## src/logic/dlirq_consts.svh

```systemverilog
// Offsets, field positions and reset values of the data link interrupt block.
// Assumes byte-wide registers on a plain strobe port.
`ifndef DLIRQ_CONSTS_SVH
`define DLIRQ_CONSTS_SVH
`define DLIRQ_ADDR_W 4
`define DLIRQ_OFS_STATUS 4'h0
`define DLIRQ_OFS_ENABLE 4'h1
`define DLIRQ_OFS_EVMASK 4'h2
`define DLIRQ_OFS_IRQST 4'h3
`define DLIRQ_BIT_TXSTART 6
`define DLIRQ_BIT_RXSTART 5
`define DLIRQ_BIT_TXEND 4
`define DLIRQ_BIT_RXEND 3
`define DLIRQ_BIT_CKERR 2
`define DLIRQ_BIT_ABORT 1
`define DLIRQ_BIT_FLAG 0
`define DLIRQ_EVT_W 7
`define DLIRQ_ENABLE_RST 7'h00
`define DLIRQ_STATUS_RST 7'h00
`define DLIRQ_MSGTYPE_RST 1'b0
`define DLIRQ_FLAG_OCTET 8'h7E
`endif

```

## src/logic/dlirq_pkg.sv

```systemverilog
// Types shared by the data link interrupt block.
// Assumes dlirq_consts.svh is compiled alongside.
package dlirq_pkg;
  typedef logic [7:0] dlirq_byte_t;
  typedef logic [6:0] dlirq_evt_t;
endpackage : dlirq_pkg

```

## src/logic/dlirq_enable.sv

```systemverilog
// Interrupt enable, latched status and interrupt output of the first data link
// controller pair. Assumes event inputs are one-cycle pulses on clk.
//
// Functional notes
// - Bit 6 enable, reset 0, gates transmit message start interrupt.
// - Bit 5 enable, reset 0, gates receive message start interrupt.
// - Bit 4 enable, reset 0, gates transmit message end interrupt.
// - Bit 3 enable, reset 0, gates receive message end interrupt.
// - Bit 2 enable, reset 0, gates checksum error interrupt.
// - Bit 0 enable, reset 0, gates idle flag octet interrupt.
// - Events latch in status bits at same position; status read clears them.
//
// Added by the designer: the address-and-strobe port and the address map.
`timescale 1ns/1ps
`include "dlirq_consts.svh"

module dlirq_enable
  import dlirq_pkg::*;
(
  input wire logic clk,
  input wire logic sys_rst,
  input wire logic [3:0] regAddr,
  input wire logic [7:0] regWrData,
  input wire logic regWrStb,
  input wire logic regRdStb,
  output logic [7:0] regRdData,
  input wire logic txMsgStartEvent,
  input wire logic rxMsgStartEvent,
  input wire logic txMsgEndEvent,
  input wire logic rxMsgEndEvent,
  input wire logic checksumErrorEvent,
  input wire logic abortSeenEvent,
  input wire logic flagSeenEvent,
  input wire logic msgTypeIsMos,
  output logic irqOut
);

  ////////////////////////////////////////////////////////////////////////////
  // Decode
  wire logic selStatus = regAddr == `DLIRQ_OFS_STATUS;
  wire logic selEnable = regAddr == `DLIRQ_OFS_ENABLE;
  wire logic selIrqSt = regAddr == `DLIRQ_OFS_IRQST;
  wire logic wrEnable = regWrStb && selEnable;
  wire logic rdStatus = regRdStb && selStatus;

  dlirq_evt_t enable_q;
  dlirq_evt_t status_q;
  dlirq_evt_t status_d;
  dlirq_byte_t rdData_d;
  logic msgType_q;
  logic irq_q;

  // Event vector in status bit order
  wire dlirq_evt_t events = {txMsgStartEvent, rxMsgStartEvent, txMsgEndEvent,
                             rxMsgEndEvent, checksumErrorEvent, abortSeenEvent,
                             flagSeenEvent};

  ////////////////////////////////////////////////////////////////////////////
  // Enable register
  // Bit 7 dropped on write
  always_ff @(posedge clk or posedge sys_rst) begin
    if (sys_rst) begin
      enable_q <= `DLIRQ_ENABLE_RST;
    end else if (wrEnable) begin
      enable_q <= regWrData[6:0];
    end
  end

  ////////////////////////////////////////////////////////////////////////////
  // Sticky status
  // Set wins over read clear, so no event is lost
  assign status_d = (rdStatus ? `DLIRQ_STATUS_RST : status_q) | events;

  always_ff @(posedge clk or posedge sys_rst) begin
    if (sys_rst) begin
      status_q <= `DLIRQ_STATUS_RST;
      msgType_q <= `DLIRQ_MSGTYPE_RST;
    end else begin
      status_q <= status_d;
      msgType_q <= msgTypeIsMos;
    end
  end

  ////////////////////////////////////////////////////////////////////////////
  // Interrupt gating
  // Enable after this edge, so a mask write and the pin move together
  dlirq_evt_t enable_d;
  assign enable_d = wrEnable ? regWrData[6:0] : enable_q;

  wire logic gateTxStart = status_d[`DLIRQ_BIT_TXSTART] && enable_d[`DLIRQ_BIT_TXSTART];
  wire logic gateRxStart = status_d[`DLIRQ_BIT_RXSTART] && enable_d[`DLIRQ_BIT_RXSTART];
  wire logic gateTxEnd = status_d[`DLIRQ_BIT_TXEND] && enable_d[`DLIRQ_BIT_TXEND];
  wire logic gateRxEnd = status_d[`DLIRQ_BIT_RXEND] && enable_d[`DLIRQ_BIT_RXEND];
  wire logic gateCkErr = status_d[`DLIRQ_BIT_CKERR] && enable_d[`DLIRQ_BIT_CKERR];
  wire logic gateAbort = status_d[`DLIRQ_BIT_ABORT] && enable_d[`DLIRQ_BIT_ABORT];
  wire logic gateFlag = status_d[`DLIRQ_BIT_FLAG] && enable_d[`DLIRQ_BIT_FLAG];

  wire dlirq_evt_t pending = status_q & enable_q;
  // Registered so the pin is glitch free; moves on the same edge as status
  always_ff @(posedge clk or posedge sys_rst) begin
    if (sys_rst) begin
      irq_q <= 1'b0;
    end else begin
      irq_q <= gateTxStart | gateRxStart | gateTxEnd | gateRxEnd |
               gateCkErr | gateAbort | gateFlag;
    end
  end
  assign irqOut = irq_q;

  ////////////////////////////////////////////////////////////////////////////
  // Read data
  // Reserved bit reads zero
  assign rdData_d = selStatus ? {msgType_q, status_q} :
                    selEnable ? {1'b0, enable_q} :
                    selIrqSt ? {1'b0, pending} : 8'h00;

  always_ff @(posedge clk or posedge sys_rst) begin
    if (sys_rst) begin
      regRdData <= 8'h00;
    end else begin
      regRdData <= regRdStb ? rdData_d : 8'h00;
    end
  end
endmodule : dlirq_enable

```

## config.mk

```make
export PLATFORM = sky130hd
export DESIGN_NAME = dlirq_enable
export DESIGN_NICKNAME = d
export VERILOG_FILES = /design/src/logic/dlirq_pkg.sv /design/src/logic/dlirq_enable.sv
export VERILOG_INCLUDE_DIRS = /design/src /design/src/logic
export SDC_FILE = /design/constraint.sdc
export NUM_CORES = 1
export LEC_CHECK = 0
export BUFFER_PORTS_ARGS = -buffer_cell sky130_fd_sc_hd__buf_2
export CORE_MARGIN = 2
export CORE_UTILIZATION = 48
export CTS_CLUSTER_DIAMETER = 50
export DETAILED_ROUTE_END_ITERATION = 12
export PLACE_DENSITY = 0.83
export SYNTH_ARGS = -nofsm -noshare
export SYNTH_HDL_FRONTEND = slang
export SYNTH_SLANG_ARGS = --single-unit
```

## constraint.sdc

```tcl
create_clock -name clk -period 1.5 [get_ports clk]
set_input_delay 0.15 -clock clk [delete_from_list [all_inputs] [get_ports clk]]
set_output_delay 0.15 -clock clk [all_outputs]
set_load 0.005 [all_outputs]
```

Word-level counts from Yosys, hierarchy flattened --
Cells that the tools add are included.
Word-level totals: bits in registers 24, input bits 24, output and inout port bits 9, logic and storage cells 31
Cells by class: equality and inequality tests 2, mux-type cells 6, bitwise logic cells 8, reduce and logical (&&, ||, !) cells 10
Operators by type and width (count):
- 2-to-1 mux 7 bit | 4
- 2-to-1 mux 8 bit | 2
- logical AND 1 bit | 9
- AND 7 bit | 1
- bitwise OR 7 bit | 1
- bitwise OR 1 bit | 6
- == test 4 x 1 -> 1 bit (second input constant) | 1
- == test 4 x 2 -> 1 bit (second input constant) | 1
- zero test 4 bit | 1

Longest topological paths before layout --
Gate-level depths: netlist (run 1).
word-level depth 11, gate-level depth with buffers 7, mapped depth without buffers 5

Worst setup path before layout (run 1) --
OpenSTA, ideal clock, no wires.
kind input -> register, start in regAddr[0], end reg irq_q (netlist: irqOut), library setup time 0.139 ns, arrival 1.748 ns, required time 1.361 ns, slack -0.387 ns, stages 6, path buffers 1, cells stage by stage clkbuf_1 nand2_1 nor4_2 mux2_2 a222oi_1 nand3_1
On the way: elaborated cells between the ends (all ways) 20, those cells by class eq/ne: 1; mux: 2; bitwise: 7; reduce/logical: 10
RTL lines:
- start: declaration | RTL line dlirq_enable.sv:22 | input wire logic [3:0] regAddr,
- == test 4 x 1 -> 1 bit (no source line)
- logical AND 1 bit | RTL line dlirq_enable.sv:43 | wire logic wrEnable = regWrStb && selEnable;
- 2-to-1 mux 7 bit
- net enable_d[2] | RTL line dlirq_enable.sv:87 | dlirq_evt_t enable_d;
- logical AND 1 bit | RTL line dlirq_enable.sv:94 | wire logic gateCkErr = status_d[`DLIRQ_BIT_CKERR] && enable_d[`DLIRQ_BIT_CKERR];
- bitwise OR 1 bit | RTL line dlirq_enable.sv:104 | irq_q <= gateTxStart | gateRxStart | gateTxEnd | gateRxEnd |
- bitwise OR 1 bit (2 in series) | RTL line dlirq_enable.sv:105 | gateCkErr | gateAbort | gateFlag;
- end signal: assignment | RTL line dlirq_enable.sv:104
- end: declaration | RTL line dlirq_enable.sv:51 | logic irq_q;
The timed path passes the listed nets, and every way through them passes these cells.

Worst setup path after layout (run 1) --
start in regAddr[3], end reg irq_q (netlist: irqOut)
On the way: elaborated cells between the ends (all ways) 20, those cells by class eq/ne: 1; mux: 2; bitwise: 7; reduce/logical: 10
RTL lines:
- zero test 4 bit (no source line)
- logical AND 1 bit | RTL line dlirq_enable.sv:44 | wire logic rdStatus = regRdStb && selStatus;
- 2-to-1 mux 7 bit | RTL line dlirq_enable.sv:72 | assign status_d = (rdStatus ? `DLIRQ_STATUS_RST : status_q) | events;
- bitwise OR 7 bit | RTL line dlirq_enable.sv:72
- net status_d[2] | RTL line dlirq_enable.sv:48 | dlirq_evt_t status_d;
- logical AND 1 bit | RTL line dlirq_enable.sv:94
- bitwise OR 1 bit | RTL line dlirq_enable.sv:104
- bitwise OR 1 bit (2 in series) | RTL line dlirq_enable.sv:105
The timed path passes the listed nets, and every way through them passes these cells.

==> results.py, run 1 <==
metrics = {
    "route": {
        "wire_per_inst_um": 13.0,
        "firstDrtPassIters": 4,
        "drt_wl_total_um": 1940,
        "viasPerCell": 5.15,
        "drtIter0Drc": 22,
        "ant_nets": 0,
        "vias": 768,
        "drc": 0,
    },
    "sta": {
        "setup_viol": 0,
        "timing.hold.ws_ns": 0.0533,
        "fin_ws_ns": 0.00844,
        "tightest_slew_ns": 0.353,
        "clock_skew_ns": 0.00629,
        "timing.fmax_ghz": 0.670,
        "slew-limit-headroom_pct": 76.3,
        "period_share_pct": 99.4,
        "rsz0062_at_grt": "yes",
        "hold_viol": 0,
        "fin_crit_ns": 1.49,
        "drv_slew": 0,
    },
    "synth": {
        "netlist_area_um2": 992,
        "ys_types": 17,
        "synth-seq-cells": 24,
        "yosys_warnings": 0,
        "synthCells": 82,
        "synth_nets": 106,
        "yosysSeqAreaShare_pct": 60.5,
        "synth_area_per_cell_um2": 12.1,
    },
    "final_layout": {
        "final_net_count": 148,
        "fin_util_pct": 66.2,
        "diodes": 0,
        "drive_gt1_share_pct": 43.4,
        "syn_to_final_growth_pct": 30.9,
        "nFillCells": 165,
    },
    "global_route": {
        "grt_antenna_before_repair": 0,
        "overflow": 0,
        "grt_use_total_pct": 18.3,
        "grt_max_degree": 25,
        "grt_first_pass_wirelength_um": 3400,
        "grt_pass1_vias": 774,
    },
    "critical_path": {
        "r2r_slack_ns": 0.18,
        "required_ns": 1.68,
        "endpoint": "irqOut$_DFF_PP0_",
        "worstSetupEndpointType": "flop",
        "worst_r2r_path_depth": 3,
        "r2r-start": "enable_q[2]$_DFF_PP0_",
        "crit_fanout": 5,
        "rr_endpoint": "irqOut$_DFF_PP0_",
        "crit_type": "in2reg",
        "worstSetupStartpointType": "input port",
        "startpoint": "regAddr[3]",
        "cp.arrival_ns": 1.67,
    },
    "run": {
        "cap_violations": 0,
    },
    "clock_network": {
        "path_clk_slew_ns": 0.12,
        "tritoncts": "yes",
        "cts_buffer_depth": 2,
        "cts_max_level": 1,
        "post-cts-setup-buffers": 0,
        "cts_made_buffers": 3,
        "clockRootBuffer": "clkbuf_4",
        "clock_sinks": 24,
        "clkLatencyLatePin_ns": 0.30,
    },
    "place": {
        "gp_congestion": 0.767,
        "io_buffers": 31,
        "post-dp-hpwl_um": 1510,
        "pre_cts_slack_ns": -0.427,
    },
    "outcome": {
        "status": "finished, final reports clean",
    },
    "floorplan": {
        "dieWidth_um": 49.5,
        "die_h_um": 49.5,
        "row_count": 16,
        "io_pins": 33,
        "dieArea_um2": 2450,
        "core_um2": 1960,
        "start_util_pct": 50.6,
    },
    "power": {
        "max-vdd-ir-drop_uv": 653,
        "p_per_area_nw_per_um2": 958,
        "leakage_nw": 0.633,
    },
    "min_path": {
        "hold_class": "in2reg",
    },
}
-- placed cells by master, fill, tap and decap left out, drive strengths merged --
cell	count
a22oi	2
or3b	1
nand3	1
nor4	1
inv	2
nor2	15
buf	40
dfrtp	24
clkbuf	3
a222oi	1
mux2i	7
a21o	7
or3	1
mux2	7
nand2	1
dlygate4sd3	2
a31oi	7
-- worst max-delay path: stages --
cell	delay [ns]
buf_6	0.09
or3b_4	0.38
or3_4	0.37
a21o_1	0.19
a222oi_1	0.36
nand3_1	0.12
-- state kept, by name, indices dropped and copies added (netlist names) --
name	count
msgType_q	1
enable_q	7
regRdData	8
status_q	7
irqOut	1
-- through the flow --
step / power (mW) / cells / setup TNS, ns / area [µm²]
6_report: 1.24 / 149 / 0 / 1300
5_1_grt: 1.33 / 149 / -0.0901 / 1300
4_1_cts: 1.26 / 149 / -0.0504 / 1300
3_5_place_dp: 0.990 / 144 / -0.577 / 1240
3_3_place_gp: 0.975 / 144 / -0.416 / 1240
2_1_floorplan: 0.898 / 82 / -0.305 / 1010
-- kinds of logic (layout without fill, tap and decap cells) --
kind of cell           Yosys count  count (layout)  synth area share [%]
AOI/OAI and AO/OA               17              17                  12.2
buffers and inverters            7              47                  2.90
DFF                             24              24                  60.5
muxes                           14              14                  15.0
and+or+nand+nor                 20              20                  9.33
-- metal layers --
layer / vias up / wire [µm] / track usage [%]
li1: 372 / - / -
met1: 365 / 810 / 22.9
met2: 27 / 1010 / 31.3
met3: 4 / 77 / 0.909
met4: 0 / 36 / 11.1
met5: - / 0 / 0
-- cell usage after synthesis --
master    number  area share [%]
or3b_1         1            0.88
a31oi_1        7             4.4
mux2i_1        7             7.1
nand3_1        1            0.50
a21o_1         7             5.3
a22oi_1        2             1.5
buf_1          1            0.38
buf_2          2             1.0
mux2_2         7             7.9
nor2_1        15             5.7
inv_1          2            0.76
dfrtp_1       24              61
nand2_1        1            0.38
or3_1          1            0.63
clkbuf_1       2            0.76
nor4_2         1             1.3
a222oi_1       1             1.0
-- report_power, final --
| group | switching, mW | total (mW) | internal, mW | leakage [nW] |
|---|---|---|---|---|
| logic | 0.107 | 0.238 | 0.131 | 0.340 |
| registers | 0.0418 | 0.747 | 0.705 | 0.279 |
| clock network | 0.166 | 0.260 | 0.0937 | 0.0138 |
| total | 0.315 | 1.24 | 0.930 | 0.633 |
-- worst min path at each step --
stage                     slack [ns]       startpoint                     end  cells past startpoint
after floorplan                 0.16          sys_rst   enable_q[0]$_DFF_PP0_                      1
after global placement          0.19          sys_rst  regRdData[1]$_DFF_PP0_                      3
after detailed placement        0.20          sys_rst  regRdData[7]$_DFF_PP0_                      3
after CTS                       0.04   abortSeenEvent   status_q[1]$_DFF_PP0_                      2
after global routing            0.03  rxMsgStartEvent   status_q[5]$_DFF_PP0_                      2
final                           0.05    txMsgEndEvent   status_q[4]$_DFF_PP0_                      2
-- what timing repair did --
item                                    4_1_cts  5_1_grt
gates resized for setup                       4        0
endpoints found under the hold margin        25        0
endpoints found under the setup margin        1        1
hold buffers                                  2        0
pin swaps                                     1        4
-- final cells by class --
type / instances / area, µm² / share of cell area [%]
well taps: 27 / 33.8 / 2.60
flip-flops and latches: 24 / 601 / 46.2
clock buffers: 3 / 22.5 / 1.73
inverters: 2 / 7.51 / 0.578
multi-input cells: 51 / 379 / 29.2
repair buffers: 42 / 255 / 19.7
(Power assumes the default switching activity.)
==> run 2, diff against run 1 <==
clock period = 1.43 ns   (was 1.5 ns; I/O delays follow)
==> results.py, run 2 (synthesized netlist as in run 1, its figures left out) <==
metrics = {
    "min_path": {
        "hold_class": "in2reg",
    },
    "route": {
        "viasPerCell": 5.23,
        "ant_nets": 0,
        "wire_per_inst_um": 13.3,
        "drt_wl_total_um": 1990,
        "vias": 784,
        "drc": 0,
        "firstDrtPassIters": 4,
        "drtIter0Drc": 9,
    },
    "clock_network": {
        "path_clk_slew_ns": 0.13,
        "tritoncts": "yes",
        "post-cts-setup-buffers": 0,
        "cts_buffer_depth": 2,
        "clock_sinks": 24,
        "cts_made_buffers": 3,
        "cts_max_level": 1,
        "clkLatencyLatePin_ns": 0.30,
        "clockRootBuffer": "clkbuf_4",
    },
    "final_layout": {
        "final_common_cell": "buf_2",
        "fin_area_um2": 1310,
        "diodes": 0,
        "largest_reg_flops": 8,
        "nFillCells": 164,
        "largestRegisters": "regRdData x8, enable_q x7, status_q x7",
        "drive_gt1_share_pct": 43.9,
        "syn_to_final_growth_pct": 32.3,
        "layout_common_cells": "buf_2 (29), dfrtp_1 (24), nor2_1 (15)",
        "top_register": "regRdData",
        "final_net_count": 148,
    },
    "place": {
        "gp_congestion": 0.767,
        "post-dp-hpwl_um": 1520,
        "io_buffers": 31,
        "placed_area_um2": 1240,
    },
    "global_route": {
        "grt_max_degree": 25,
        "grt_first_pass_wirelength_um": 3530,
        "grt_antenna_before_repair": 0,
        "grt_pass1_vias": 815,
        "overflow": 0,
        "grt_use_total_pct": 18.8,
    },
    "power": {
        "leakage_nw": 0.641,
        "max-vdd-ir-drop_uv": 746,
        "p_per_area_nw_per_um2": 1050,
        "totalPowerFinal_mw": 1.38,
    },
    "critical_path": {
        "critical-path-top-delay-family": "simple AND/OR/NAND/NOR gates",
        "required_ns": 1.62,
        "cp.arrival_ns": 1.68,
        "worstSetupStartpointType": "input port",
        "crit_chain": "buf_6, or3b_4, or3_4, a21o_1, a222oi_1, nand3_1",
        "cpPeakStageDelay_ns": 0.39,
        "worst-path-buf-inv": 1,
        "crit_fanout": 5,
        "crit_type": "in2reg",
        "worstSetupEndpointType": "flop",
        "cp_slowest_cell": "or3b_4",
    },
    "sta": {
        "setup_viol": 1,
        "fin_ws_ns": -0.0638,
        "slew-limit-headroom_pct": 76.5,
        "fin_crit_ns": 1.49,
        "tightest_slew_ns": 0.350,
        "rsz0062_at_grt": "yes",
        "hold_viol": 0,
        "timing.fmax_ghz": 0.669,
        "period_share_pct": 104,
        "drv_slew": 0,
        "clock_skew_ns": 0.00792,
    },
    "floorplan": {
        "start_util_pct": 50.6,
        "dieArea_um2": 2450,
        "io_pins": 33,
        "dieWidth_um": 49.5,
        "die_h_um": 49.5,
        "row_count": 16,
        "core_um2": 1960,
    },
    "outcome": {
        "violations": "negative setup slack",
        "status": "finished, violations left",
    },
    "run": {
        "cap_violations": 0,
    },
}
-- run 2: cell types whose count changed in the layout (fill, tap and decap cells not counted), sizes merged --
cell,before,now
clkbuf,3,4
-- run 2: worst paths after layout --
path / startpoint / endpoint / slack, ns / depth (start not counted)
max: regAddr[3] / irqOut$_DFF_PP0_ / -0.06 / 6
min in group asynchronous: sys_rst / enable_q[4]$_DFF_PP0_ / 0.40 / 4
min reg2reg: msgType_q$_DFF_PP0_ / regRdData[7]$_DFF_PP0_ / 0.50 / 2
max in group asynchronous: sys_rst / status_q[2]$_DFF_PP0_ / 0.80 / 4
min: rxMsgStartEvent / status_q[5]$_DFF_PP0_ / 0.04 / 2
max reg2reg: enable_q[2]$_DFF_PP0_ / irqOut$_DFF_PP0_ / 0.12 / 3
-- run 2: per-stage QoR --
stage          TNS [ns]  hold slack (ns)  utilization (%)  worst slack, ns  cells
2_1_floorplan    -0.368            0.158                -           -0.368     82
3_3_place_gp     -0.766            0.188             63.0           -0.441    144
3_5_place_dp     -0.954            0.193             63.0           -0.486    144
4_1_cts          -0.125           0.0402             66.3           -0.125    150
5_1_grt          -0.135           0.0203             66.9           -0.135    150
6_report        -0.0638           0.0415             66.9          -0.0638    150
-- run 2: worst reg2reg max path, cell delays in order, from the launching register on --
cell,delay [ns]
dfrtp_1,0.41
mux2_2,0.29
a222oi_1,0.38
nand3_1,0.13
-- run 2: power breakdown --
part | switching (mW) | internal (mW) | leakage, nW
registers | 0.0451 | 0.740 | 0.279
clock network | 0.187 | 0.155 | 0.0210
logic | 0.114 | 0.137 | 0.340
-- run 2: final cells by class --
class | instances | area [µm²] | area share (%)
clock buffer | 4 | 36.3 | 2.76
multi-input combinational | 51 | 379 | 28.9
sequential | 24 | 601 | 45.8
timing repair buffer | 42 | 255 | 19.4
tap | 27 | 33.8 | 2.57
inverter | 2 | 7.51 | 0.572
-- run 2: what timing repair did --
action | 4_1_cts | 5_1_grt
hold endpoints to repair | 25 | 0
setup endpoints to repair | 1 | 1
pin swaps | 1 | 2
gates resized for setup | 2 | 3
hold buffers | 2 | 0
-- run 2: metal layers --
layer	GRT usage [%]	part of all wire, %	up-vias
met5	0	0	-
met4	8.33	1.8	0
met3	1.82	3.6	4
met2	34.0	51	23
met1	22.7	43	384
li1	-	-	373
